[config.mk]
export PLATFORM = sky130hd
export DESIGN_NAME = fbe_flash_seq
export DESIGN_NICKNAME = d
export VERILOG_FILES = /design/src/hw/fbe_key_unlock.v /design/src/hw/fbe_cycle_timer.v /design/src/hw/fbe_flash_seq.v
export VERILOG_INCLUDE_DIRS = /design/src /design/src/hw
export SDC_FILE = /design/constraint.sdc
export NUM_CORES = 1
export LEC_CHECK = 0
export BUFFER_PORTS_ARGS = -buffer_cell sky130_fd_sc_hd__buf_2
export CAP_MARGIN = 20
export CORE_ASPECT_RATIO = 1.1
export CORE_MARGIN = 4
export CORE_UTILIZATION = 35
export CTS_CLUSTER_DIAMETER = 100
export DETAILED_ROUTE_END_ITERATION = 12
export GPL_ROUTABILITY_DRIVEN = 0
export GPL_TIMING_DRIVEN = 0
export PLACE_DENSITY = 0.53
export SETUP_SLACK_MARGIN = 0.02
export SLEW_MARGIN = 20
export SYNTH_ARGS = -nofsm -noshare
export SYNTH_HDL_FRONTEND = slang
export SYNTH_SLANG_ARGS = --single-unit
[constraint.sdc]
create_clock -name i_clk -period 5.1 [get_ports i_clk]
set_input_delay 0.255 -clock i_clk [delete_from_list [all_inputs] [get_ports i_clk]]
set_output_delay 0.255 -clock i_clk [all_outputs]
set_load 0.1 [all_outputs]
[src/hw/fbe_regs.vh]
// Purpose: constants for the flash erase / row program sequencer
// Assumes: 32-bit Avalon-MM slave, byte addressed (byte offsets below used as the address)
// Notes: register offsets are byte addresses
`ifndef FBE_REGS_VH
`define FBE_REGS_VH
// ****************************************
// register map (byte offsets)
// ****************************************
`define FBE_OFF_CTRL 4'h0
`define FBE_OFF_ADRL 4'h4
`define FBE_OFF_ADRH 4'h8
`define FBE_OFF_KEY 4'hC
`define FBE_ADDR_W 4
// ****************************************
// control fields
// ****************************************
`define FBE_BIT_START 15
`define FBE_BIT_WRITE_ENABLE_BIT 14
`define FBE_BIT_ERR 13
`define FBE_OP_HI 3
`define FBE_OP_LO 0
`define FBE_OP_ERASE 4'h3
`define FBE_OP_ROW 4'h2
`define FBE_KEY1 8'h55
`define FBE_KEY2 8'hAA
`define FBE_CTRL_RST 16'h0000
// ****************************************
// geometry and timing
// ****************************************
`define FBE_ROW_WORDS 128
`define FBE_BLK_ROWS 8
`define FBE_LAST_WORD 7'h7F
`define FBE_ERASE_US 20
`define FBE_WORD_NS 400
`define FBE_CLK_NS 40
`endif

[src/hw/fbe_key_unlock.v]
// Purpose: unlock key sequence detector
// Assumes: one write strobe per key register write
// Notes: armed only by 55h directly followed by AAh
`timescale 1ns/1ns
`default_nettype none
`include "fbe_regs.vh"
module fbe_key_unlock
(
    input wire i_clk,
    input wire i_nrst,
    input wire i_key_wr,
    input wire [7:0] i_key_data,
    input wire i_consume,
    output reg o_armed
);
    reg seen55_q;
    always @(posedge i_clk or negedge i_nrst)
    begin
        if (!i_nrst)
        begin
            seen55_q <= 1'b0;
            o_armed <= 1'b0;
        end
        else if (i_key_wr)
        begin
            // any other key write breaks the pair
            seen55_q <= (i_key_data == `FBE_KEY1);
            o_armed <= seen55_q && (i_key_data == `FBE_KEY2);
        end
        else if (i_consume)
        begin
            seen55_q <= 1'b0;
            o_armed <= 1'b0;
        end
    end
endmodule // fbe_key_unlock
`default_nettype wire

[src/hw/fbe_cycle_timer.v]
// Purpose: down counter timing one flash cycle
// Assumes: load pulse starts it
// Notes: o_done pulses one cycle at expiry
`timescale 1ns/1ns
`default_nettype none
module fbe_cycle_timer
#(
    parameter W = 16
)
(
    input wire i_clk,
    input wire i_nrst,
    input wire i_load,
    input wire [W-1:0] i_count,
    output reg o_busy,
    output reg o_done
);
    reg [W-1:0] cnt_q;
    always @(posedge i_clk or negedge i_nrst)
    begin
        if (!i_nrst)
        begin
            cnt_q <= {W{1'b0}};
            o_busy <= 1'b0;
            o_done <= 1'b0;
        end
        else
        begin
            o_done <= 1'b0;
            if (i_load)
            begin
                cnt_q <= i_count;
                o_busy <= 1'b1;
            end
            else if (o_busy)
            begin
                if (cnt_q <= {{(W-1){1'b0}}, 1'b1})
                begin
                    o_busy <= 1'b0;
                    o_done <= 1'b1;
                end
                cnt_q <= cnt_q - {{(W-1){1'b0}}, 1'b1};
            end
        end
    end
endmodule // fbe_cycle_timer
`default_nettype wire

[src/hw/fbe_flash_seq.v]
// Purpose: flash block erase / row program sequencer with Avalon-MM registers
// Assumes: flash array and latch buffer sit outside; one clock, 25 MHz
// Notes: erase clears 8 rows; row program copies 128 latched words
`timescale 1ns/1ns
`default_nettype none
`include "fbe_regs.vh"
module fbe_flash_seq
#(
    parameter ERASE_CYCLES = (`FBE_ERASE_US * 1000) / `FBE_CLK_NS,
    parameter WORD_CYCLES = (`FBE_WORD_NS + `FBE_CLK_NS - 1) / `FBE_CLK_NS,
    parameter AW = 24,
    parameter DW = 24
)
(
    input wire i_clk,
    input wire i_nrst,
    input wire [`FBE_ADDR_W-1:0] i_avs_address,
    input wire i_avs_read,
    input wire i_avs_write,
    input wire [31:0] i_avs_writedata,
    input wire [3:0] i_avs_byteenable,
    output reg [31:0] o_avs_readdata,
    output reg o_avs_waitrequest,
    output reg o_cpu_stall,
    output reg o_fl_erase,
    output reg o_fl_write,
    output reg [AW-1:0] o_fl_addr,
    output reg [DW-1:0] o_fl_wdata,
    output reg [6:0] o_latch_idx,
    input wire [DW-1:0] i_latch_data
);
    // ****************************************
    // states
    // ****************************************
    localparam S_IDLE = 2'd0;
    localparam S_ERASE = 2'd1;
    localparam S_ROW = 2'd2;
    localparam S_DONE = 2'd3;

    reg [1:0] st_q;
    reg start_q;
    reg write_enable_bit_q;
    reg err_q;
    reg [3:0] op_q;
    reg [15:0] adrl_q;
    reg [7:0] adrh_q;
    reg [6:0] widx_q;
    // target held for the whole cycle so a late address write cannot split a row
    reg [AW-1:0] base_q;
    reg ack_q;
    wire armed;
    wire tmr_busy;
    wire tmr_done;
    reg tmr_load;
    reg [15:0] tmr_count;
    reg consume;

    // ****************************************
    // bus decode
    // ****************************************
    // a request is taken when no access is being answered in the same cycle
    wire acc = (i_avs_read | i_avs_write) & ~ack_q;
    // writes land only at the edge where the master sees waitrequest low
    wire cmt = i_avs_write & ~o_avs_waitrequest;
    wire wr_ctrl = cmt & (i_avs_address == `FBE_OFF_CTRL);
    wire wr_adrl = cmt & (i_avs_address == `FBE_OFF_ADRL);
    wire wr_adrh = cmt & (i_avs_address == `FBE_OFF_ADRH);
    wire wr_key = cmt & (i_avs_address == `FBE_OFF_KEY) & i_avs_byteenable[0];
    wire start_req = wr_ctrl & i_avs_byteenable[1] & i_avs_writedata[`FBE_BIT_START];
    wire write_enable_bit_new = i_avs_byteenable[1] ? i_avs_writedata[`FBE_BIT_WRITE_ENABLE_BIT] : write_enable_bit_q;
    // the op written together with the start bit is the one that runs
    wire [3:0] op_new = i_avs_byteenable[0] ? i_avs_writedata[`FBE_OP_HI:`FBE_OP_LO] : op_q;
    wire op_ok = (op_new == `FBE_OP_ERASE) | (op_new == `FBE_OP_ROW);
    // start needs write enable, valid op and the armed key
    wire go = start_req & (st_q == S_IDLE) & write_enable_bit_new & armed & op_ok;
    wire [AW-1:0] tgt = {adrh_q, adrl_q};

    fbe_key_unlock u_key
    (
        .i_clk(i_clk),
        .i_nrst(i_nrst),
        .i_key_wr(wr_key),
        .i_key_data(i_avs_writedata[7:0]),
        .i_consume(consume),
        .o_armed(armed)
    );

    fbe_cycle_timer #(.W(16)) u_tmr
    (
        .i_clk(i_clk),
        .i_nrst(i_nrst),
        .i_load(tmr_load),
        .i_count(tmr_count),
        .o_busy(tmr_busy),
        .o_done(tmr_done)
    );

    // ****************************************
    // bus slave: one wait cycle per access
    // ****************************************
    always @(posedge i_clk or negedge i_nrst)
    begin
        if (!i_nrst)
        begin
            ack_q <= 1'b0;
            o_avs_waitrequest <= 1'b1;
            o_avs_readdata <= 32'h00000000;
        end
        else
        begin
            ack_q <= acc;
            o_avs_waitrequest <= ~acc;
            case (i_avs_address)
                `FBE_OFF_CTRL: o_avs_readdata <= {16'h0000, start_q, write_enable_bit_q, err_q, 9'h000, op_q};
                `FBE_OFF_ADRL: o_avs_readdata <= {16'h0000, adrl_q};
                `FBE_OFF_ADRH: o_avs_readdata <= {24'h000000, adrh_q};
                default: o_avs_readdata <= 32'h00000000;
            endcase
        end
    end

    // ****************************************
    // control registers
    // ****************************************
    always @(posedge i_clk or negedge i_nrst)
    begin
        if (!i_nrst)
        begin
            write_enable_bit_q <= 1'b0;
            op_q <= 4'h0;
            err_q <= 1'b0;
            adrl_q <= 16'h0000;
            adrh_q <= 8'h00;
        end
        else
        begin
            if (wr_ctrl)
            begin
                // 0x4003 in one write sets erase with write enable
                if (i_avs_byteenable[0])
                    op_q <= i_avs_writedata[`FBE_OP_HI:`FBE_OP_LO];
                if (i_avs_byteenable[1])
                begin
                    write_enable_bit_q <= i_avs_writedata[`FBE_BIT_WRITE_ENABLE_BIT];
                    err_q <= start_req & ~go;
                end
            end
            if (wr_adrl)
            begin
                if (i_avs_byteenable[0])
                    adrl_q[7:0] <= i_avs_writedata[7:0];
                if (i_avs_byteenable[1])
                    adrl_q[15:8] <= i_avs_writedata[15:8];
            end
            if (wr_adrh & i_avs_byteenable[0])
                adrh_q <= i_avs_writedata[7:0];
        end
    end

    // ****************************************
    // sequencer
    // ****************************************
    always @*
    begin
        tmr_load = 1'b0;
        tmr_count = 16'h0000;
        consume = go;
        if (go)
        begin
            tmr_load = 1'b1;
            // erase covers the whole 8-row block in one timed cycle
            tmr_count = (op_new == `FBE_OP_ERASE) ? ERASE_CYCLES[15:0] : WORD_CYCLES[15:0];
        end
        else if (st_q == S_ROW && tmr_done && widx_q != `FBE_LAST_WORD)
        begin
            tmr_load = 1'b1;
            tmr_count = WORD_CYCLES[15:0];
        end
    end

    always @(posedge i_clk or negedge i_nrst)
    begin
        if (!i_nrst)
        begin
            st_q <= S_IDLE;
            start_q <= 1'b0;
            widx_q <= 7'h00;
            o_cpu_stall <= 1'b0;
            o_fl_erase <= 1'b0;
            o_fl_write <= 1'b0;
            o_fl_addr <= {AW{1'b0}};
            o_fl_wdata <= {DW{1'b0}};
            o_latch_idx <= 7'h00;
            base_q <= {AW{1'b0}};
        end
        else
        begin
            o_fl_erase <= 1'b0;
            o_fl_write <= 1'b0;
            case (st_q)
                S_IDLE:
                begin
                    if (go)
                    begin
                        start_q <= 1'b1;
                        o_cpu_stall <= 1'b1;
                        widx_q <= 7'h00;
                        o_latch_idx <= 7'h00;
                        o_fl_addr <= tgt;
                        base_q <= tgt;
                        if (op_new == `FBE_OP_ERASE)
                        begin
                            st_q <= S_ERASE;
                            o_fl_erase <= 1'b1;
                        end
                        else
                            st_q <= S_ROW;
                    end
                end
                S_ERASE:
                begin
                    if (tmr_done)
                        st_q <= S_DONE;
                end
                S_ROW:
                begin
                    if (tmr_done)
                    begin
                        // one latched word per timed slot
                        o_fl_write <= 1'b1;
                        o_fl_wdata <= i_latch_data;
                        o_fl_addr <= base_q + {{(AW-7){1'b0}}, widx_q};
                        if (widx_q == `FBE_LAST_WORD)
                            st_q <= S_DONE;
                        else
                        begin
                            widx_q <= widx_q + 7'h01;
                            o_latch_idx <= widx_q + 7'h01;
                        end
                    end
                end
                S_DONE:
                begin
                    start_q <= 1'b0;
                    o_cpu_stall <= 1'b0;
                    st_q <= S_IDLE;
                end
                default: st_q <= S_IDLE;
            endcase
        end
    end
endmodule // fbe_flash_seq
`default_nettype wire

* Yosys cells after proc, flatten, opt, wreduce, memory -nomap -nowiden
Index checks and enable logic that the tools add are counted.
** Word-level totals
- Register bits :: 168
- Input bits :: 68
- Output and inout bits :: 91
** Operators by class
- Add/subtract/negate cells :: 3
- Magnitude comparators :: 1
- Equal/unequal tests :: 17
- Muxes and demuxes :: 39
- Bitwise operators :: 21
- Reduce and logical (&&, ||, !) cells :: 18
** Operators by type and width (number)
- two-way mux 24 bit :: 2
- case mux 16 bit (3 select lines) :: 1
- case mux 24 bit (2 select lines) :: 1
- two-way mux 16 bit :: 2
- adder 24 x 7 -> 24 bit :: 1
- two-way mux 7 bit :: 3
- two-way mux 1 bit :: 18
- two-way mux 9 bit :: 2
- less-or-equal comparator 16 x 1 -> 1 bit, second input constant :: 1
- subtractor 16 x 1 -> 16 bit, second input constant :: 1
- AND 1 bit :: 15
- case mux 7 bit (2 select lines) :: 1
- AND reduction 2 bit :: 6
- two-way mux 2 bit :: 5
- equality test 4 x 2 -> 1 bit, second input constant :: 2
- equality test 4 bit, second input constant :: 2
- equality test 8 x 7 -> 1 bit, second input constant :: 1
- equality test 8 bit, second input constant :: 1
- two-way mux 4 bit :: 2
- case mux 2 bit (4 select lines) :: 1
- AND reduction 4 bit :: 2
- nonzero test 2 bit :: 4
- adder 7 x 1 -> 7 bit, second input constant :: 1
- equality test 7 bit, second input constant :: 1
- 13 further kinds :: 23

* Logic depth before layout (Yosys ltp)
- Word-level depth :: 11
- Gate-level depth with buffers :: 10

* Cells and area by module
Synthesis repeated with hierarchy kept, for this count alone.
** Second synthesis, totals
- Cell total of the unflattened synthesis :: 720
- Area, all modules :: 7516.0 um^2
** Modules (own cells, without submodules)
- fbe_flash_seq :: instances 1, cells each 589, area each 6291.0 um^2, sequential area each 3304.4 um^2
- fbe_cycle_timer :: instances 1, cells each 120, area each 1098.6 um^2, sequential area each 450.4 um^2
- fbe_key_unlock :: instances 1, cells each 11, area each 126.4 um^2, sequential area each 50.0 um^2

* Least setup slack after synthesis
No wires, ideal clock.
- Kind :: register to register
- From :: reg widx_q[0]
- To :: reg o_fl_addr[18]
- Setup time :: 0.142 ns
- Data arrival time :: 2.974 ns
- Required time :: 4.958 ns
- Path slack :: 1.984 ns
- Cell stages (with the launch flop) :: 10
- Clock period less this slack :: 3.116 ns
- Path through :: dfrtp_1 -> ha_1 -> inv_1 -> fa_1 -> nand2b_1 -> a21o_1 -> a211oi_1 -> nand4_1 -> xor2_1 -> o221ai_1
** Between the ends
- Cells in the longest elaborated chain, start to end :: 3
** Ends and longest elaborated chain
- from (decl) :: line fbe_flash_seq.v:47 : reg [6:0] widx_q;
- from (signal assigned) :: line fbe_flash_seq.v:237 : widx_q <= widx_q + 7'h01;
- adder 24 x 7 -> 24 bit :: line fbe_flash_seq.v:232 : o_fl_addr <= base_q + {{(AW-7){1'b0}}, widx_q};
- two-way mux 24 bit :: line fbe_flash_seq.v:227 : if (tmr_done)
- case mux 24 bit (2 select lines) :: line fbe_flash_seq.v:200 : case (st_q)
- to (signal assigned) :: line fbe_flash_seq.v:191 : o_fl_addr <= {AW{1'b0}};
- to (signal assigned) :: line fbe_flash_seq.v:209 : o_fl_addr <= tgt;
- to (signal assigned) :: line fbe_flash_seq.v:232
- to (decl) :: line fbe_flash_seq.v:27 : output reg [AW-1:0] o_fl_addr,
No other way between the ends. The select of a mux whose other input is x is not followed.
A chain may end at the register's enable or synchronous reset.

* Worst setup path after layout
Ends and elaborated chain as after synthesis.

==> impl_metrics.yaml <==
floorplan:
  design.core.area_um2: 20500
  die_boundary_width_um: 145
  initial_core_util_pct: 35.4
  die-area_um2: 23100
  top_level_ports: 159
  floorplan.die.height_um: 159
  fp_rows: 55
pwr:
  static-leakage-power_nw: 4.36
  vdd_drop_max_v: 0.000173
  combPwrFrac_pct: 12.8
  sw_frac_of_total_pct: 28.6
  clock_power_share_pct: 43.0
  switchingPower_uw: 852
  power_density_nw_per_um2: 334
  seqPwrFrac_pct: 44.2
  internal_power_mw: 2.13
synth:
  yosys.area_share.adder_pct: 2.69
  synth_top_flop_cell: "dfrtp_1"
  synth_enable_flop_cells: 0
  synth.distinct_cells: 58
  postSynthRegisterBits: 152
  synth-async-reset-ratio_pct: 100
  synth-compound-area-share_pct: 10.6
  synth_top_family_by_area: "simple AND/OR/NAND/NOR gates"
  area_share_of_xor_xnor_cells_in_the_synthesized_design_pct: 3.50
  netlist_area_before_placement_um2: 7260
  synth_area_per_cell_um2: 10.8
  ys_warn_count: 0
  yosysSeqAreaShare_pct: 52.4
  synth_simple_gate_area_share_pct: 15.2
  synth_mux_area_share_pct: 11.5
  postSynthCellCount: 673
sta:
  period_minus_slack_ns: 3.13
  tightestPinTransition_ns: 0.975
  finalSetupViolCount: 0
  timing.final.hold_violations: 0
  slew_viol_final: 0
  post-route-period-util_pct: 61.4
  holdWs_ns: 0.0547
  max_slew_margin_pct: 34.6
  fin_skew_ns: 0.00923
  max_freq_mhz: 319
  rsz0062_at_grt: "no"
  timing.setup.tns_ns: 0
  final.setup.worst_slack_ns: 1.97
critical_path:
  regToRegEndpoint: "o_fl_addr[18]"
  critical_path.startpoint: "widx_q[0]"
  cp.buffers_inverters: 1
  rr_startpoint: "widx_q[0]"
  arr_time_crit_path_ns: 3.41
  type_of_the_setup_path_with_the_least_slack: "flop to flop"
  regToRegSetupSlack_ns: 1.97
  worstRegToRegCells: 9
  critical_path.top_delay_family: "compound AO/OA/AOI/OAI gates"
  critical_path_cell_count: 9
  cp_slowest_cell: "a211oi_1"
  worst_setup_path_start_kind: "flop"
  crit_path_end_kind: "flop"
  timing.critical_path.cells: "ha_1 -> inv_1 -> fa_1 -> nand2b_1 -> a21o_1 -> a211oi_1 -> nand4_1 -> xor2_1 -> o221ai_1"
  worst_setup_path_endpoint: "o_fl_addr[18]"
  worst_ep_required_time_ns: 5.38
  critical-path-max-stage-delay_ns: 0.80
  crit_path_max_fanout: 7
placed_design:
  dp_slack_ns: 1.93
  dp_hpwl_um: 13800
  post-place-cells: 1070
  io_buffers: 124
  post_dp_cell_area_um2: 8300
route:
  final_antenna_net_count: 0
  vias: 5506
  drt_iter0_drc: 276
  wire_per_inst_um: 17.1
  drt-pass1-iter-count: 4
  detail_route.vias_per_cell: 4.99
  route.final.wire_length_um: 18800
  drc: 0
global_route:
  pin_count_of_the_biggest_net_entering_global_routing: 89
  grt_usage_pct: 16.6
  grt_remaining_overflow: 0
  first_global_vias: 5748
  grt_first_pass_wirelength_um: 30900
  antenna_violations_before_repair: 1
clock_network:
  numCtsBuffers: 17
  cts_sinks: 152
  cts_setup_buffers: 0
  register_clock_pin_slew_on_the_reported_worst_setup_and_hold_paths_ns: 0.06
  root_buffer: "clkbuf_16"
  cts-htree-levels: 4
  worst_skew_pair.late_latency_ns: 0.43
  cts_tree: "yes"
  clockBufferDepth: 2
cells_and_area:
  layout-drive-gt1-share_pct: 29.4
  fin_area_um2: 8910
  layout-area-overhead-vs-synth_pct: 22.7
  final_cell_mix: "dfrtp_1 (151), buf_2 (129), nand2_1 (101)"
  mostFrequentLayoutCell: "dfrtp_1"
  fin_nets: 917
  antenna_cells_inserted: 0
  multi_input_area_um2: 3230
  num-fill-cells: 2025
  layoutNonFillerInstCount: 1103
  area.sequential_um2: 3800
min_path:
  hold_crit_path_type: "input pin to flop"
run_status:
  result_of_the_run: "finished, final reports clean"
job:
  max_cap_violations: 0
==> how the worst min path moves through the flow <==
stage                                start                end  slack (ns)  cells past startpoint
final                     i_latch_data[10]     o_fl_wdata[10]        0.05                      2
after global routing       i_latch_data[4]      o_fl_wdata[4]        0.04                      2
after CTS                  i_latch_data[8]      o_fl_wdata[8]        0.04                      2
after detailed placement            i_nrst       o_fl_addr[8]        0.33                      1
after global placement               ack_q  o_avs_waitrequest        0.44                      1
after floorplan                     i_nrst              ack_q       -0.04                      0
==> layout make-up <==
cell class | instances | area share, %
inverters | 15 | 0.632
repair buffers | 127 | 7.55
plain buffers | 43 | 2.64
clock inverters | 13 | 1.73
well taps | 256 | 3.59
clock buffers | 19 | 4.97
multi-input cells | 478 | 36.2
flip-flops and latches | 152 | 42.7
==> layer usage <==
layer	global-route usage, %	vias to the layer above	wire, µm
met3	5.72	16	1330
met1	20.8	2683	8130
met2	27.8	129	9190
met5	0	-	7
met4	3.76	2	155
li1	-	2676	-
==> per-stage QoR <==
stage / total power [mW] / utilization [%]
after detailed placement: 1.72 / 40.5
final: 2.98 / 43.5
after global placement: 1.72 / 40.3
after CTS: 3.02 / 43.4
after global routing: 3.10 / 43.5
after floorplan: 1.61 / -
==> what timing repair did <==
| action | in CTS | in global routing |
|---|---|---|
| endpoints found under the hold margin | 87 | 0 |
| resized for setup | 0 | 0 |
| hold buffers | 1 | 0 |
==> cells in the mapped netlist (all sizes together), types with 8 or more instances <==
cell type  instances  share of area [%]
mux2              61                9.5
a21oi             14               0.96
a22o               8               0.96
mux2i             15                2.1
buf               23                2.2
xnor2             15                1.8
o21ai             33                2.3
inv               15               0.78
nor3              11               0.76
o211ai            11                1.1
nor2              41                2.1
xor2              14                1.7
clkbuf            20                1.0
ha                14                2.4
and2              10               0.86
nand2            101                5.2
dfrtp            151                 52
nand3             12               0.83
o22a              10                1.2
==> power groups by stage <==
stage / logic [mW] / registers [mW] / clock network, mW
after global placement: 0.377 / 1.34 / 0
after floorplan: 0.126 / 1.48 / 0
final: 0.380 / 1.32 / 1.28
after CTS: 0.385 / 1.32 / 1.32
after detailed placement: 0.384 / 1.34 / 0
after global routing: 0.405 / 1.33 / 1.37
==> sequential cells by signal, summed over array words and instances (netlist names), 2 cells and up <==
| name | flops |
|---|---|
| o_avs_readdata | 16 |
| o_fl_addr | 24 |
| u_tmr.cnt_q | 16 |
| op_q | 4 |
| widx_q | 7 |
| adrl_q | 16 |
| adrh_q | 8 |
| o_fl_wdata | 24 |
| st_q | 2 |
| base_q | 24 |
==> cells by family (layout without fill, tap and decap cells) <==
logic type / Yosys count / after routing
flops: 152 / 152
buf+inv: 58 / 217
fa+ha+maj: 15 / 15
simple gates: 227 / 227
compound gates: 115 / 115
other cells: 1 / 16
mux: 76 / 76
xor+xnor: 29 / 29
Power figures use the tool's default switching activity.
